===== src/hw/touch_option_pkg.sv =====
// package for touch key option, idle wake and debounce control
// assumes a byte-wide register port and a 100 MHz ref_clk
package touch_option_pkg;

  // register offsets
  localparam logic [7:0] function_option_select_addr = 8'h1f;
  localparam logic [7:0] sense_accumulate_count_addr = 8'h20;
  localparam logic [7:0] idle_entry_delay_addr       = 8'h23;
  localparam logic [7:0] idle_wake_level_addr        = 8'h24;
  localparam logic [7:0] idle_wake_check_level_addr  = 8'h25;
  localparam logic [7:0] debounce_count_addr         = 8'h26;

  // reset values
  localparam logic [4:0] function_option_select_rst = 5'h09;
  localparam logic [7:0] sense_accumulate_count_rst = 8'h02;
  localparam logic [7:0] idle_entry_delay_rst       = 8'h03;
  localparam logic [7:0] idle_wake_level_rst        = 8'h0a;
  localparam logic [7:0] idle_wake_check_level_rst  = 8'h05;
  localparam logic [7:0] debounce_count_rst         = 8'h02;

  // function option field positions
  localparam int touched_hold_enable_bit         = 0;
  localparam int reverse_touched_hold_enable_bit = 1;
  localparam int multi_key_select_bit            = 2;
  localparam int fast_baseline_tracking_bit      = 3;
  localparam int multi_touch_noise_select_bit    = 4;

  // clock period, timing in milliseconds, level scale and wake check count
  localparam int clk_period_ns       = 10;
  localparam int ns_per_ms           = 1000000;
  localparam int ms_cycles           = ns_per_ms / clk_period_ns;
  localparam int reverse_hold_ms     = 200;
  localparam int track_slow_ms       = 1000;
  localparam int track_fast_ms       = 200;
  localparam int idle_delay_step_ms  = 500;
  localparam int idle_duty_step_ms   = 100;
  localparam int hold_step_ms        = 1000;
  localparam int level_step_tenths   = 10;
  localparam int wake_check_hits     = 2;

  typedef struct packed {
    logic touched;
    logic reverse;
  } key_sample_t;

  typedef struct packed {
    logic       hold_enable;
    logic       reverse_enable;
    logic [7:0] hold_time;
    logic [7:0] debounce;
  } key_cfg_t;

  typedef enum logic [1:0] {
    st_active   = 2'b00,
    st_entering = 2'b01,
    st_idle     = 2'b10
  } idle_state_t;

endpackage : touch_option_pkg


===== src/hw/key_qualifier.sv =====
// one key: debounce, touched hold release, reverse hold release
// assumes ms_tick is a one-cycle pulse every millisecond
`timescale 1ns/1ps
module key_qualifier (
  input  wire logic                         ref_clk,
  input  wire logic                         reset_n,
  input  wire logic                         ms_tick,
  input  wire logic                         sample_valid,
  input  wire touch_option_pkg::key_sample_t sample,
  input  wire touch_option_pkg::key_cfg_t    cfg,
  output logic                              touched,
  output logic                              reinit
);

  logic [7:0]  streak;
  logic [17:0] hold_ms;
  logic [17:0] rev_ms;
  logic [17:0] hold_limit;
  logic        hold_expired;
  logic        rev_expired;

  assign hold_limit   = 18'(cfg.hold_time * touch_option_pkg::hold_step_ms);
  assign hold_expired = cfg.hold_enable && touched && (hold_ms > hold_limit);
  assign rev_expired  = cfg.reverse_enable &&
                        (rev_ms > 18'(touch_option_pkg::reverse_hold_ms));

  // debounce and release
  always_ff @(posedge ref_clk)
  begin
    if (!reset_n)
    begin
      touched <= 1'b0;
      streak  <= 8'h00;
      reinit  <= 1'b0;
    end
    else
    begin
      reinit <= hold_expired || rev_expired;
      if (hold_expired || rev_expired)
      begin
        touched <= 1'b0;
        streak  <= 8'h00;
      end
      else if (sample_valid)
      begin
        if (sample.touched == touched)
          streak <= 8'h00;
        else if (streak >= cfg.debounce)
        begin
          touched <= sample.touched;
          streak  <= 8'h00;
        end
        else
          streak <= streak + 8'h01;
      end
    end
  end

  // touched time in ms
  always_ff @(posedge ref_clk)
  begin
    if (!reset_n || !touched || hold_expired)
      hold_ms <= 18'h00000;
    else if (ms_tick && hold_ms != 18'h3ffff)
      hold_ms <= hold_ms + 18'h00001;
  end

  // reverse touched time in ms
  always_ff @(posedge ref_clk)
  begin
    if (!reset_n || !sample.reverse || rev_expired)
      rev_ms <= 18'h00000;
    else if (ms_tick && rev_ms != 18'h3ffff)
      rev_ms <= rev_ms + 18'h00001;
  end

endmodule : key_qualifier


===== src/hw/touch_key_option_idle_wake_control.sv =====
// option, idle entry, idle wake and key result control of a touch sensor
// assumes all inputs are synchronous to ref_clk; registers reached by byte port
`timescale 1ns/1ps
module touch_key_option_idle_wake_control #(
  parameter int key_count     = 12,
  parameter int cycles_per_ms = touch_option_pkg::ms_cycles
) (
  input  wire logic                 ref_clk,
  input  wire logic                 reset_n,
  input  wire logic [7:0]           reg_addr,
  input  wire logic [7:0]           reg_wdata,
  input  wire logic                 reg_write,
  input  wire logic                 reg_read,
  output logic      [7:0]           reg_rdata,
  input  wire logic [7:0]           key_hold_time,
  input  wire logic [2:0]           idle_duty_period,
  input  wire logic                 sample_valid,
  input  wire logic [key_count-1:0] raw_touched,
  input  wire logic [key_count-1:0] raw_reverse,
  input  wire logic [15:0]          touch_difference_value,
  input  wire logic [15:0]          touch_threshold,
  input  wire logic                 idle_request,
  output logic      [key_count-1:0] key_result,
  output logic      [key_count-1:0] key_reinit,
  output logic      [7:0]           accumulate_count,
  output logic                      baseline_track_tick,
  output logic                      idle_active,
  output logic                      wake_event
);

  logic [4:0]  function_option_select;
  logic [7:0]  sense_accumulate_count;
  logic [7:0]  idle_entry_delay;
  logic [7:0]  idle_wake_level;
  logic [7:0]  idle_wake_check_level;
  logic [7:0]  debounce_count;

  logic [$clog2(cycles_per_ms)-1:0] ms_div;
  logic                             ms_tick;
  logic [9:0]                       track_ms;
  logic [17:0]                      idle_ms;
  logic [1:0]                       check_hits;
  touch_option_pkg::idle_state_t    state;

  logic [key_count-1:0] accepted;
  logic [key_count-1:0] reinit_w;
  logic [key_count-1:0] lowest_key;
  logic                 several;
  logic [9:0]           track_limit;
  logic [17:0]          entry_limit;
  logic [17:0]          duty_limit;
  logic [23:0]          touch_difference_value_scaled;
  logic [23:0]          wake_lvl;
  logic [23:0]          check_lvl;
  logic                 over_check;
  logic                 over_wake;
  logic [1:0]           next_hits;
  touch_option_pkg::key_cfg_t cfg;

  // register writes
  always_ff @(posedge ref_clk)
  begin
    if (!reset_n)
    begin
      function_option_select <= touch_option_pkg::function_option_select_rst;
      sense_accumulate_count <= touch_option_pkg::sense_accumulate_count_rst;
      idle_entry_delay       <= touch_option_pkg::idle_entry_delay_rst;
      idle_wake_level        <= touch_option_pkg::idle_wake_level_rst;
      idle_wake_check_level  <= touch_option_pkg::idle_wake_check_level_rst;
      debounce_count         <= touch_option_pkg::debounce_count_rst;
    end
    else if (reg_write)
    begin
      case (reg_addr)
        touch_option_pkg::function_option_select_addr: function_option_select <= reg_wdata[4:0];
        touch_option_pkg::sense_accumulate_count_addr: sense_accumulate_count <= reg_wdata;
        touch_option_pkg::idle_entry_delay_addr:       idle_entry_delay       <= reg_wdata;
        touch_option_pkg::idle_wake_level_addr:        idle_wake_level        <= reg_wdata;
        touch_option_pkg::idle_wake_check_level_addr:  idle_wake_check_level  <= reg_wdata;
        touch_option_pkg::debounce_count_addr:         debounce_count         <= reg_wdata;
        default: ;
      endcase
    end
  end

  // register reads, unmapped reads zero
  always_ff @(posedge ref_clk)
  begin
    if (!reset_n)
      reg_rdata <= 8'h00;
    else if (reg_read)
    begin
      case (reg_addr)
        touch_option_pkg::function_option_select_addr: reg_rdata <= {3'h0, function_option_select};
        touch_option_pkg::sense_accumulate_count_addr: reg_rdata <= sense_accumulate_count;
        touch_option_pkg::idle_entry_delay_addr:       reg_rdata <= idle_entry_delay;
        touch_option_pkg::idle_wake_level_addr:        reg_rdata <= idle_wake_level;
        touch_option_pkg::idle_wake_check_level_addr:  reg_rdata <= idle_wake_check_level;
        touch_option_pkg::debounce_count_addr:         reg_rdata <= debounce_count;
        default:                                       reg_rdata <= 8'h00;
      endcase
    end
  end

  always_ff @(posedge ref_clk)
  begin
    if (!reset_n)
      accumulate_count <= touch_option_pkg::sense_accumulate_count_rst;
    else
      accumulate_count <= sense_accumulate_count;
  end

  // millisecond tick
  assign ms_tick = (ms_div == ($clog2(cycles_per_ms))'(cycles_per_ms - 1));

  always_ff @(posedge ref_clk)
  begin
    if (!reset_n || ms_tick)
      ms_div <= '0;
    else
      ms_div <= ms_div + 1'b1;
  end

  // per key qualification
  assign cfg.hold_enable    = function_option_select[touch_option_pkg::touched_hold_enable_bit];
  assign cfg.reverse_enable =
    function_option_select[touch_option_pkg::reverse_touched_hold_enable_bit];
  assign cfg.hold_time      = key_hold_time;
  assign cfg.debounce       = debounce_count;

  genvar k;
  generate
    for (k = 0; k < key_count; k++)
    begin : g_key
      key_qualifier u_key (
        .ref_clk      (ref_clk),
        .reset_n      (reset_n),
        .ms_tick      (ms_tick),
        .sample_valid (sample_valid),
        .sample       ({raw_touched[k], raw_reverse[k]}),
        .cfg          (cfg),
        .touched      (accepted[k]),
        .reinit       (reinit_w[k])
      );
    end
  endgenerate

  // key result selection
  assign lowest_key = accepted & (~accepted + 1'b1);
  assign several    = |(accepted & (accepted - 1'b1));

  always_ff @(posedge ref_clk)
  begin
    if (!reset_n)
    begin
      key_result <= '0;
      key_reinit <= '0;
    end
    else
    begin
      key_reinit <= reinit_w;
      if (function_option_select[touch_option_pkg::multi_key_select_bit])
        key_result <= accepted;
      else if (several &&
               function_option_select[touch_option_pkg::multi_touch_noise_select_bit])
        key_result <= '0;
      else
        key_result <= lowest_key;
    end
  end

  // baseline tracking interval
  assign track_limit = function_option_select[touch_option_pkg::fast_baseline_tracking_bit] ?
                       10'(touch_option_pkg::track_fast_ms - 1) :
                       10'(touch_option_pkg::track_slow_ms - 1);

  always_ff @(posedge ref_clk)
  begin
    if (!reset_n)
    begin
      track_ms            <= 10'h000;
      baseline_track_tick <= 1'b0;
    end
    else
    begin
      baseline_track_tick <= ms_tick && (track_ms >= track_limit);
      if (ms_tick)
        track_ms <= (track_ms >= track_limit) ? 10'h000 : track_ms + 10'h001;
    end
  end

  // idle levels, compared as difference times ten
  assign touch_difference_value_scaled = 24'(touch_difference_value * touch_option_pkg::level_step_tenths);
  assign wake_lvl    = 24'(touch_threshold) * 24'(idle_wake_level);
  assign check_lvl   = 24'(touch_threshold) * 24'(idle_wake_check_level);
  assign over_check  = touch_difference_value_scaled > check_lvl;
  assign over_wake   = touch_difference_value_scaled > wake_lvl;
  assign next_hits   = !over_check ? 2'h0 :
                       (check_hits == 2'(touch_option_pkg::wake_check_hits)) ?
                       check_hits : check_hits + 2'h1;
  assign entry_limit = 18'((idle_entry_delay + 1) * touch_option_pkg::idle_delay_step_ms);
  assign duty_limit  = 18'((idle_duty_period + 1) * touch_option_pkg::idle_duty_step_ms);

  // idle entry and wake sequencing
  always_ff @(posedge ref_clk)
  begin
    if (!reset_n)
    begin
      state       <= touch_option_pkg::st_active;
      idle_ms     <= 18'h00000;
      check_hits  <= 2'h0;
      idle_active <= 1'b0;
      wake_event  <= 1'b0;
    end
    else
    begin
      wake_event <= 1'b0;
      case (state)
        touch_option_pkg::st_active:
        begin
          idle_ms    <= 18'h00000;
          check_hits <= 2'h0;
          if (idle_request)
            state <= touch_option_pkg::st_entering;
        end
        touch_option_pkg::st_entering:
        begin
          if (|accepted)
            state <= touch_option_pkg::st_active;
          else if (ms_tick)
          begin
            if (idle_ms + 18'h00001 >= entry_limit)
            begin
              state       <= touch_option_pkg::st_idle;
              idle_active <= 1'b1;
              idle_ms     <= 18'h00000;
            end
            else
              idle_ms <= idle_ms + 18'h00001;
          end
        end
        touch_option_pkg::st_idle:
        begin
          if (ms_tick)
          begin
            if (idle_ms + 18'h00001 >= duty_limit)
            begin
              idle_ms    <= 18'h00000;
              check_hits <= next_hits;
              if (next_hits == 2'(touch_option_pkg::wake_check_hits) && over_wake)
              begin
                state       <= touch_option_pkg::st_active;
                idle_active <= 1'b0;
                wake_event  <= 1'b1;
              end
            end
            else
              idle_ms <= idle_ms + 18'h00001;
          end
        end
        default:
        begin
          state       <= touch_option_pkg::st_active;
          idle_active <= 1'b0;
        end
      endcase
    end
  end

endmodule : touch_key_option_idle_wake_control


===== config.mk =====
export PLATFORM = sky130hd
export DESIGN_NAME = touch_key_option_idle_wake_control
export DESIGN_NICKNAME = d
export VERILOG_FILES = /design/src/hw/touch_option_pkg.sv /design/src/hw/key_qualifier.sv /design/src/hw/touch_key_option_idle_wake_control.sv
export SDC_FILE = /design/constraint.sdc
export NUM_CORES = 2
export LEC_CHECK = 0
export ABC_AREA = 1
export BUFFER_PORTS_ARGS = -buffer_cell sky130_fd_sc_hd__buf_2
export CAP_MARGIN = 0
export CORE_MARGIN = 4
export CORE_UTILIZATION = 25
export CTS_CLUSTER_DIAMETER = 30
export CTS_CLUSTER_SIZE = 20
export DETAILED_ROUTE_END_ITERATION = 7
export PLACE_DENSITY = 0.46
export SETUP_SLACK_MARGIN = 0.1
export SYNTH_ARGS = -nofsm -noshare
export SYNTH_HDL_FRONTEND = slang
export SYNTH_SLANG_ARGS = --single-unit

===== constraint.sdc =====
create_clock -name ref_clk -period 6.1 [get_ports ref_clk]
set_clock_uncertainty 0.05 [all_clocks]
set_input_delay 0 -clock ref_clk [delete_from_list [all_inputs] [get_ports ref_clk]]
set_output_delay 0 -clock ref_clk [all_outputs]
set_load 0.01 [all_outputs]

==> results list <==
* Netlist area before placement: 55700 um2
* Horiz. Die Dim: around 480 um
* Final count of negative-setup-slack endpoints: 0
* Initial DRC Count: 2933
- Clock power frac: 53.4%
- H-tree level count: 4
- For this run, the total global-route usage over all layers was measured as about 15%.
* Status: finished clean
- HP Class: in2reg
- The critical path is of the reg2reg type.
- Summed over all cells, the static leakage comes to 31.4 nW.
- Die Footprint: 230000 um2
- Once layout is complete, the cells apart from fillers number 11600.
* Worst reg2reg path startpoint: idle_entry_delay[1]$_SDFFE_PN1P_
* Final critical-path share of the clock period: 97.2%
- During synthesis, Yosys emitted a total of 0 warnings.
- The worst setup path is launched from a flip-flop.
* TritonCTS Sinks: 689
- Die Span Y: 480 um
* Yosys top cell area share: 24.8%
* Initial antenna violation count: 17
- Sequential-to-total area share from yosys stat: 24.8%
* Top area cells in the synthesized netlist: sky130_fd_sc_hd__dfxtp_1 (25%), sky130_fd_sc_hd__ha_1 (14%), sky130_fd_sc_hd__nand2_1 (11%)
- Maximum number of pins on one net before global-route repair: 61
- Max-slew headroom: 32.2%
- Largest stage delay, worst path: 0.54 ns
* Worst setup EP type: flip-flop
- Commonest non-fill, non-tap cells in the layout: sky130_fd_sc_hd__nand2_1 (1626), sky130_fd_sc_hd__inv_1 (1328), sky130_fd_sc_hd__nor2_1 (716)
* Number of iterations in the first detailed-routing pass: 8
* Post-synth EDFFs: 0
* Global-route wire length before repair: 283 mm
- Post-Route WL: 180 mm
* Sequential group share of total power: 21.6%
- The initial utilization of the core area, before any placement, comes to 25.2%.
- Final sum of negative setup slack: 0 ns
* Site row count: 172
* Most used cell along the critical path: sky130_fd_sc_hd__nor2_1
- Nets in the synthesized netlist: 8846
- Placement Setup Slack: -0.118 ns
- Relative to the synthesized area, the layout overhead comes to 27.8%.
* Final Max Tran Viols: 0
* Proportion of power drawn by combinational gates: ~25%
- The number of clock buffers added by TritonCTS is ~210.
- Switch Pwr: 6.73 mW
- On the final layout, the worst hold slack is about 0.099 ns.
- Timing would allow up to about 170 MHz.
* Largest buffer count on any clock path: 3
- CTS tree: done
* Reported max-cap violation count: 0
- After detailed routing, the number of vias per cell comes to roughly 4.6.
- Among cell families on the critical path, the largest total delay comes from adder cells.
- Clock latency on the worst-skew pair, taken at its later pin, is 0.83 ns.
- Grt total ovfl: 0
- Total Nets Final: 9395
- The floorplan step defined a core boundary enclosing 221000 um2.
- The startpoint identified for the worst hold timing path is reset_n.
- IO Port Bufs: about 130
- The number of buffers and inverters on the critical path is 7.
- After synthesis, the mean cell area works out to 7.02 um2.
- Counting every instance in the synthesized netlist gives 7928.
* Slew at the pin with the worst max-slew slack: 1.01 ns
- Area leader, netlist: sky130_fd_sc_hd__dfxtp_1
- Internal power: around 15 mW
- Count of placed standard cells including taps: 11100
- After synthesis, the share of flip-flops with an asynchronous set or reset is 0%.
- Count of distinct cell types in the synthesized netlist: 71
- Number of synthesized register bits: between 600 and 700
* Drt drc: 0
* Final antenna-violating net count: 0
* Clock Root Buffer: sky130_fd_sc_hd__clkbuf_16
- Vias: roughly 53000
- Power spread over the standard cell area amounts to 299 nW/um2.
* Fraction of layout instances using a drive strength above 1: 12.1%
* Number of primary I/O pins: ~130
- Hpwl dp: 137 mm
* Switching share of total power: a little under a third
- First element of the critical path: idle_entry_delay[1]$_SDFFE_PN1P_
* Worst-path cell with the longest stage delay: sky130_fd_sc_hd__fa_1
- After clock tree synthesis, the clock-pin slew on the worst setup and hold paths is roughly 0.04 ns.
* Worst Slack Setup Final: 0.169 ns
- Data arrival time of the critical path: between 6 and 7 ns
- Minimum period implied by the final worst setup slack: 5.93 ns
- Commonest non-fill, non-tap cell in the layout: sky130_fd_sc_hd__nand2_1
- Final weighted congestion in routability-driven placement: 0.863
* Detailed-route wire length per cell: 15.5 um
* Required time at the worst-slack endpoint: 6.77 ns
- Main synth FF type: sky130_fd_sc_hd__dfxtp_1
- Hold violation total from the final report: 0
- Maximum fanout encountered on the critical timing path: 5
* Via count of the first global-routing pass: about 53000
* Peak supply drop: 350 uV
* Setup repair after global routing missed its margin: true
-- power groups by stage --
stage	combinational [mW]	sequential, mW	clock (mW)
after floorplan	2.88	4.66	0
after global placement	5.00	4.68	0
after detailed placement	5.10	4.68	0
after CTS	5.20	4.60	11.6
after global routing	6.02	4.59	11.9
final	5.35	4.59	11.4
-- registers in the layout (all words and copies together), names as in the netlist, 10 cells and up --
signal	flops
g_key.u_key.hold_ms	216
g_key.u_key.rev_ms	216
g_key.u_key.streak	96
idle_ms	18
ms_div	17
g_key.u_key.reinit	12
g_key.u_key.touched	12
key_reinit	12
key_result	12
track_ms	10
-- logic make-up after synthesis --
| kind of cell | count (synthesis) | synth area share [%] |
|---|---|---|
| buffers and inverters | 1504 | 10.3 |
| adders and majority gates | 830 | 21.6 |
| AOI/OAI and AO/OA | 1182 | 11.8 |
| xor gates and xnor gates | 296 | 4.66 |
| other | 1 | 0.00673 |
| DFF | 689 | 24.8 |
| and+or+nand+nor | 3426 | 26.9 |
-- path summary, 6_finish.rpt --
check	to	slack (ns)	depth (start not counted)
worst max-delay path	idle_ms[12]$_SDFFE_PN0P_	0.17	34
worst min-delay path	key_reinit[2]$_SDFF_PN0_	0.1	4
worst max register to register	idle_ms[12]$_SDFFE_PN0P_	0.17	34
worst min register to register	idle_ms[16]$_SDFFE_PN0P_	0.41	2
-- worst register-to-register path, delay by kind of cell (launching register included) --
kind | cells | cell delay (ns)
AOI/OAI and AO/OA | 5 | 0.67
xor gates and xnor gates | 2 | 0.37
adders and majority gates | 6 | 2.42
buffers and inverters | 7 | 0.61
DFF | 1 | 0.37
and+or+nand+nor | 14 | 1.40
-- Yosys cell counts, types with 6 or more instances --
library cell,instances
sky130_fd_sc_hd__o2111ai_1,19
sky130_fd_sc_hd__a21o_1,6
sky130_fd_sc_hd__o21a_1,36
sky130_fd_sc_hd__o221ai_1,6
sky130_fd_sc_hd__dfxtp_1,689
sky130_fd_sc_hd__or2_0,18
sky130_fd_sc_hd__o211ai_1,19
sky130_fd_sc_hd__nor4_1,82
sky130_fd_sc_hd__nand3b_1,27
sky130_fd_sc_hd__nand3_1,334
sky130_fd_sc_hd__ha_1,612
sky130_fd_sc_hd__a211oi_1,35
sky130_fd_sc_hd__xor2_1,171
sky130_fd_sc_hd__nor3_2,6
sky130_fd_sc_hd__nor2_1,729
sky130_fd_sc_hd__inv_1,1354
sky130_fd_sc_hd__nor3b_1,27
sky130_fd_sc_hd__xnor2_1,125
sky130_fd_sc_hd__nand2_1,1658
sky130_fd_sc_hd__o22ai_1,8
sky130_fd_sc_hd__clkbuf_1,119
sky130_fd_sc_hd__o21ai_0,242
sky130_fd_sc_hd__a31oi_1,21
sky130_fd_sc_hd__a22oi_1,24
sky130_fd_sc_hd__a21oi_2,9
sky130_fd_sc_hd__nand4_1,183
sky130_fd_sc_hd__inv_2,8
sky130_fd_sc_hd__nor2_2,27
sky130_fd_sc_hd__and2_1,8
sky130_fd_sc_hd__o31ai_1,9
sky130_fd_sc_hd__o21bai_1,16
sky130_fd_sc_hd__a32oi_1,11
sky130_fd_sc_hd__nor3_1,263
sky130_fd_sc_hd__or2_2,11
sky130_fd_sc_hd__fa_1,217
sky130_fd_sc_hd__a21oi_1,690
sky130_fd_sc_hd__and3_1,11
sky130_fd_sc_hd__nand2_2,11
-- through the flow --
step / instance area (um2) / utilization [%] / power, mW
after floorplan: 55700 / - / 7.54
after global placement: 61500 / 27.9 / 9.68
after detailed placement: 61500 / 27.9 / 9.78
after CTS: 70000 / 31.7 / 21.4
after global routing: 71100 / 32.2 / 22.5
final: 71100 / 32.3 / 21.3
-- metal layers --
metal,part of all wire (%),vias up,GRT usage [%]
met4,3.4,2,5.35
met3,3.5,325,2.07
li1,-,27000,-
met2,48,912,26.6
met1,45,24700,19.1
met5,0.0072,-,0
-- what timing repair did --
action,4_1_cts,5_1_grt
gates resized for setup,27,208
endpoints found under the setup margin,21,30
endpoints found under the hold margin,373,0
gates cloned,1,0
pin swaps,8,120
buffers inserted,7,29
hold buffers,76,0
-- layout make-up --
class | instances | area [um2]
tap | 2958 | 3700
clock buffer | 300 | 6150
antenna | 8 | 20.0
clock inverter | 91 | 1460
fill | 23700 | 149000
multi-input combinational | 5736 | 37200
inverter | 1365 | 5130
sequential | 689 | 13900
timing repair buffer | 474 | 3680
No activity file was read; power rests on OpenSTA's default activity.
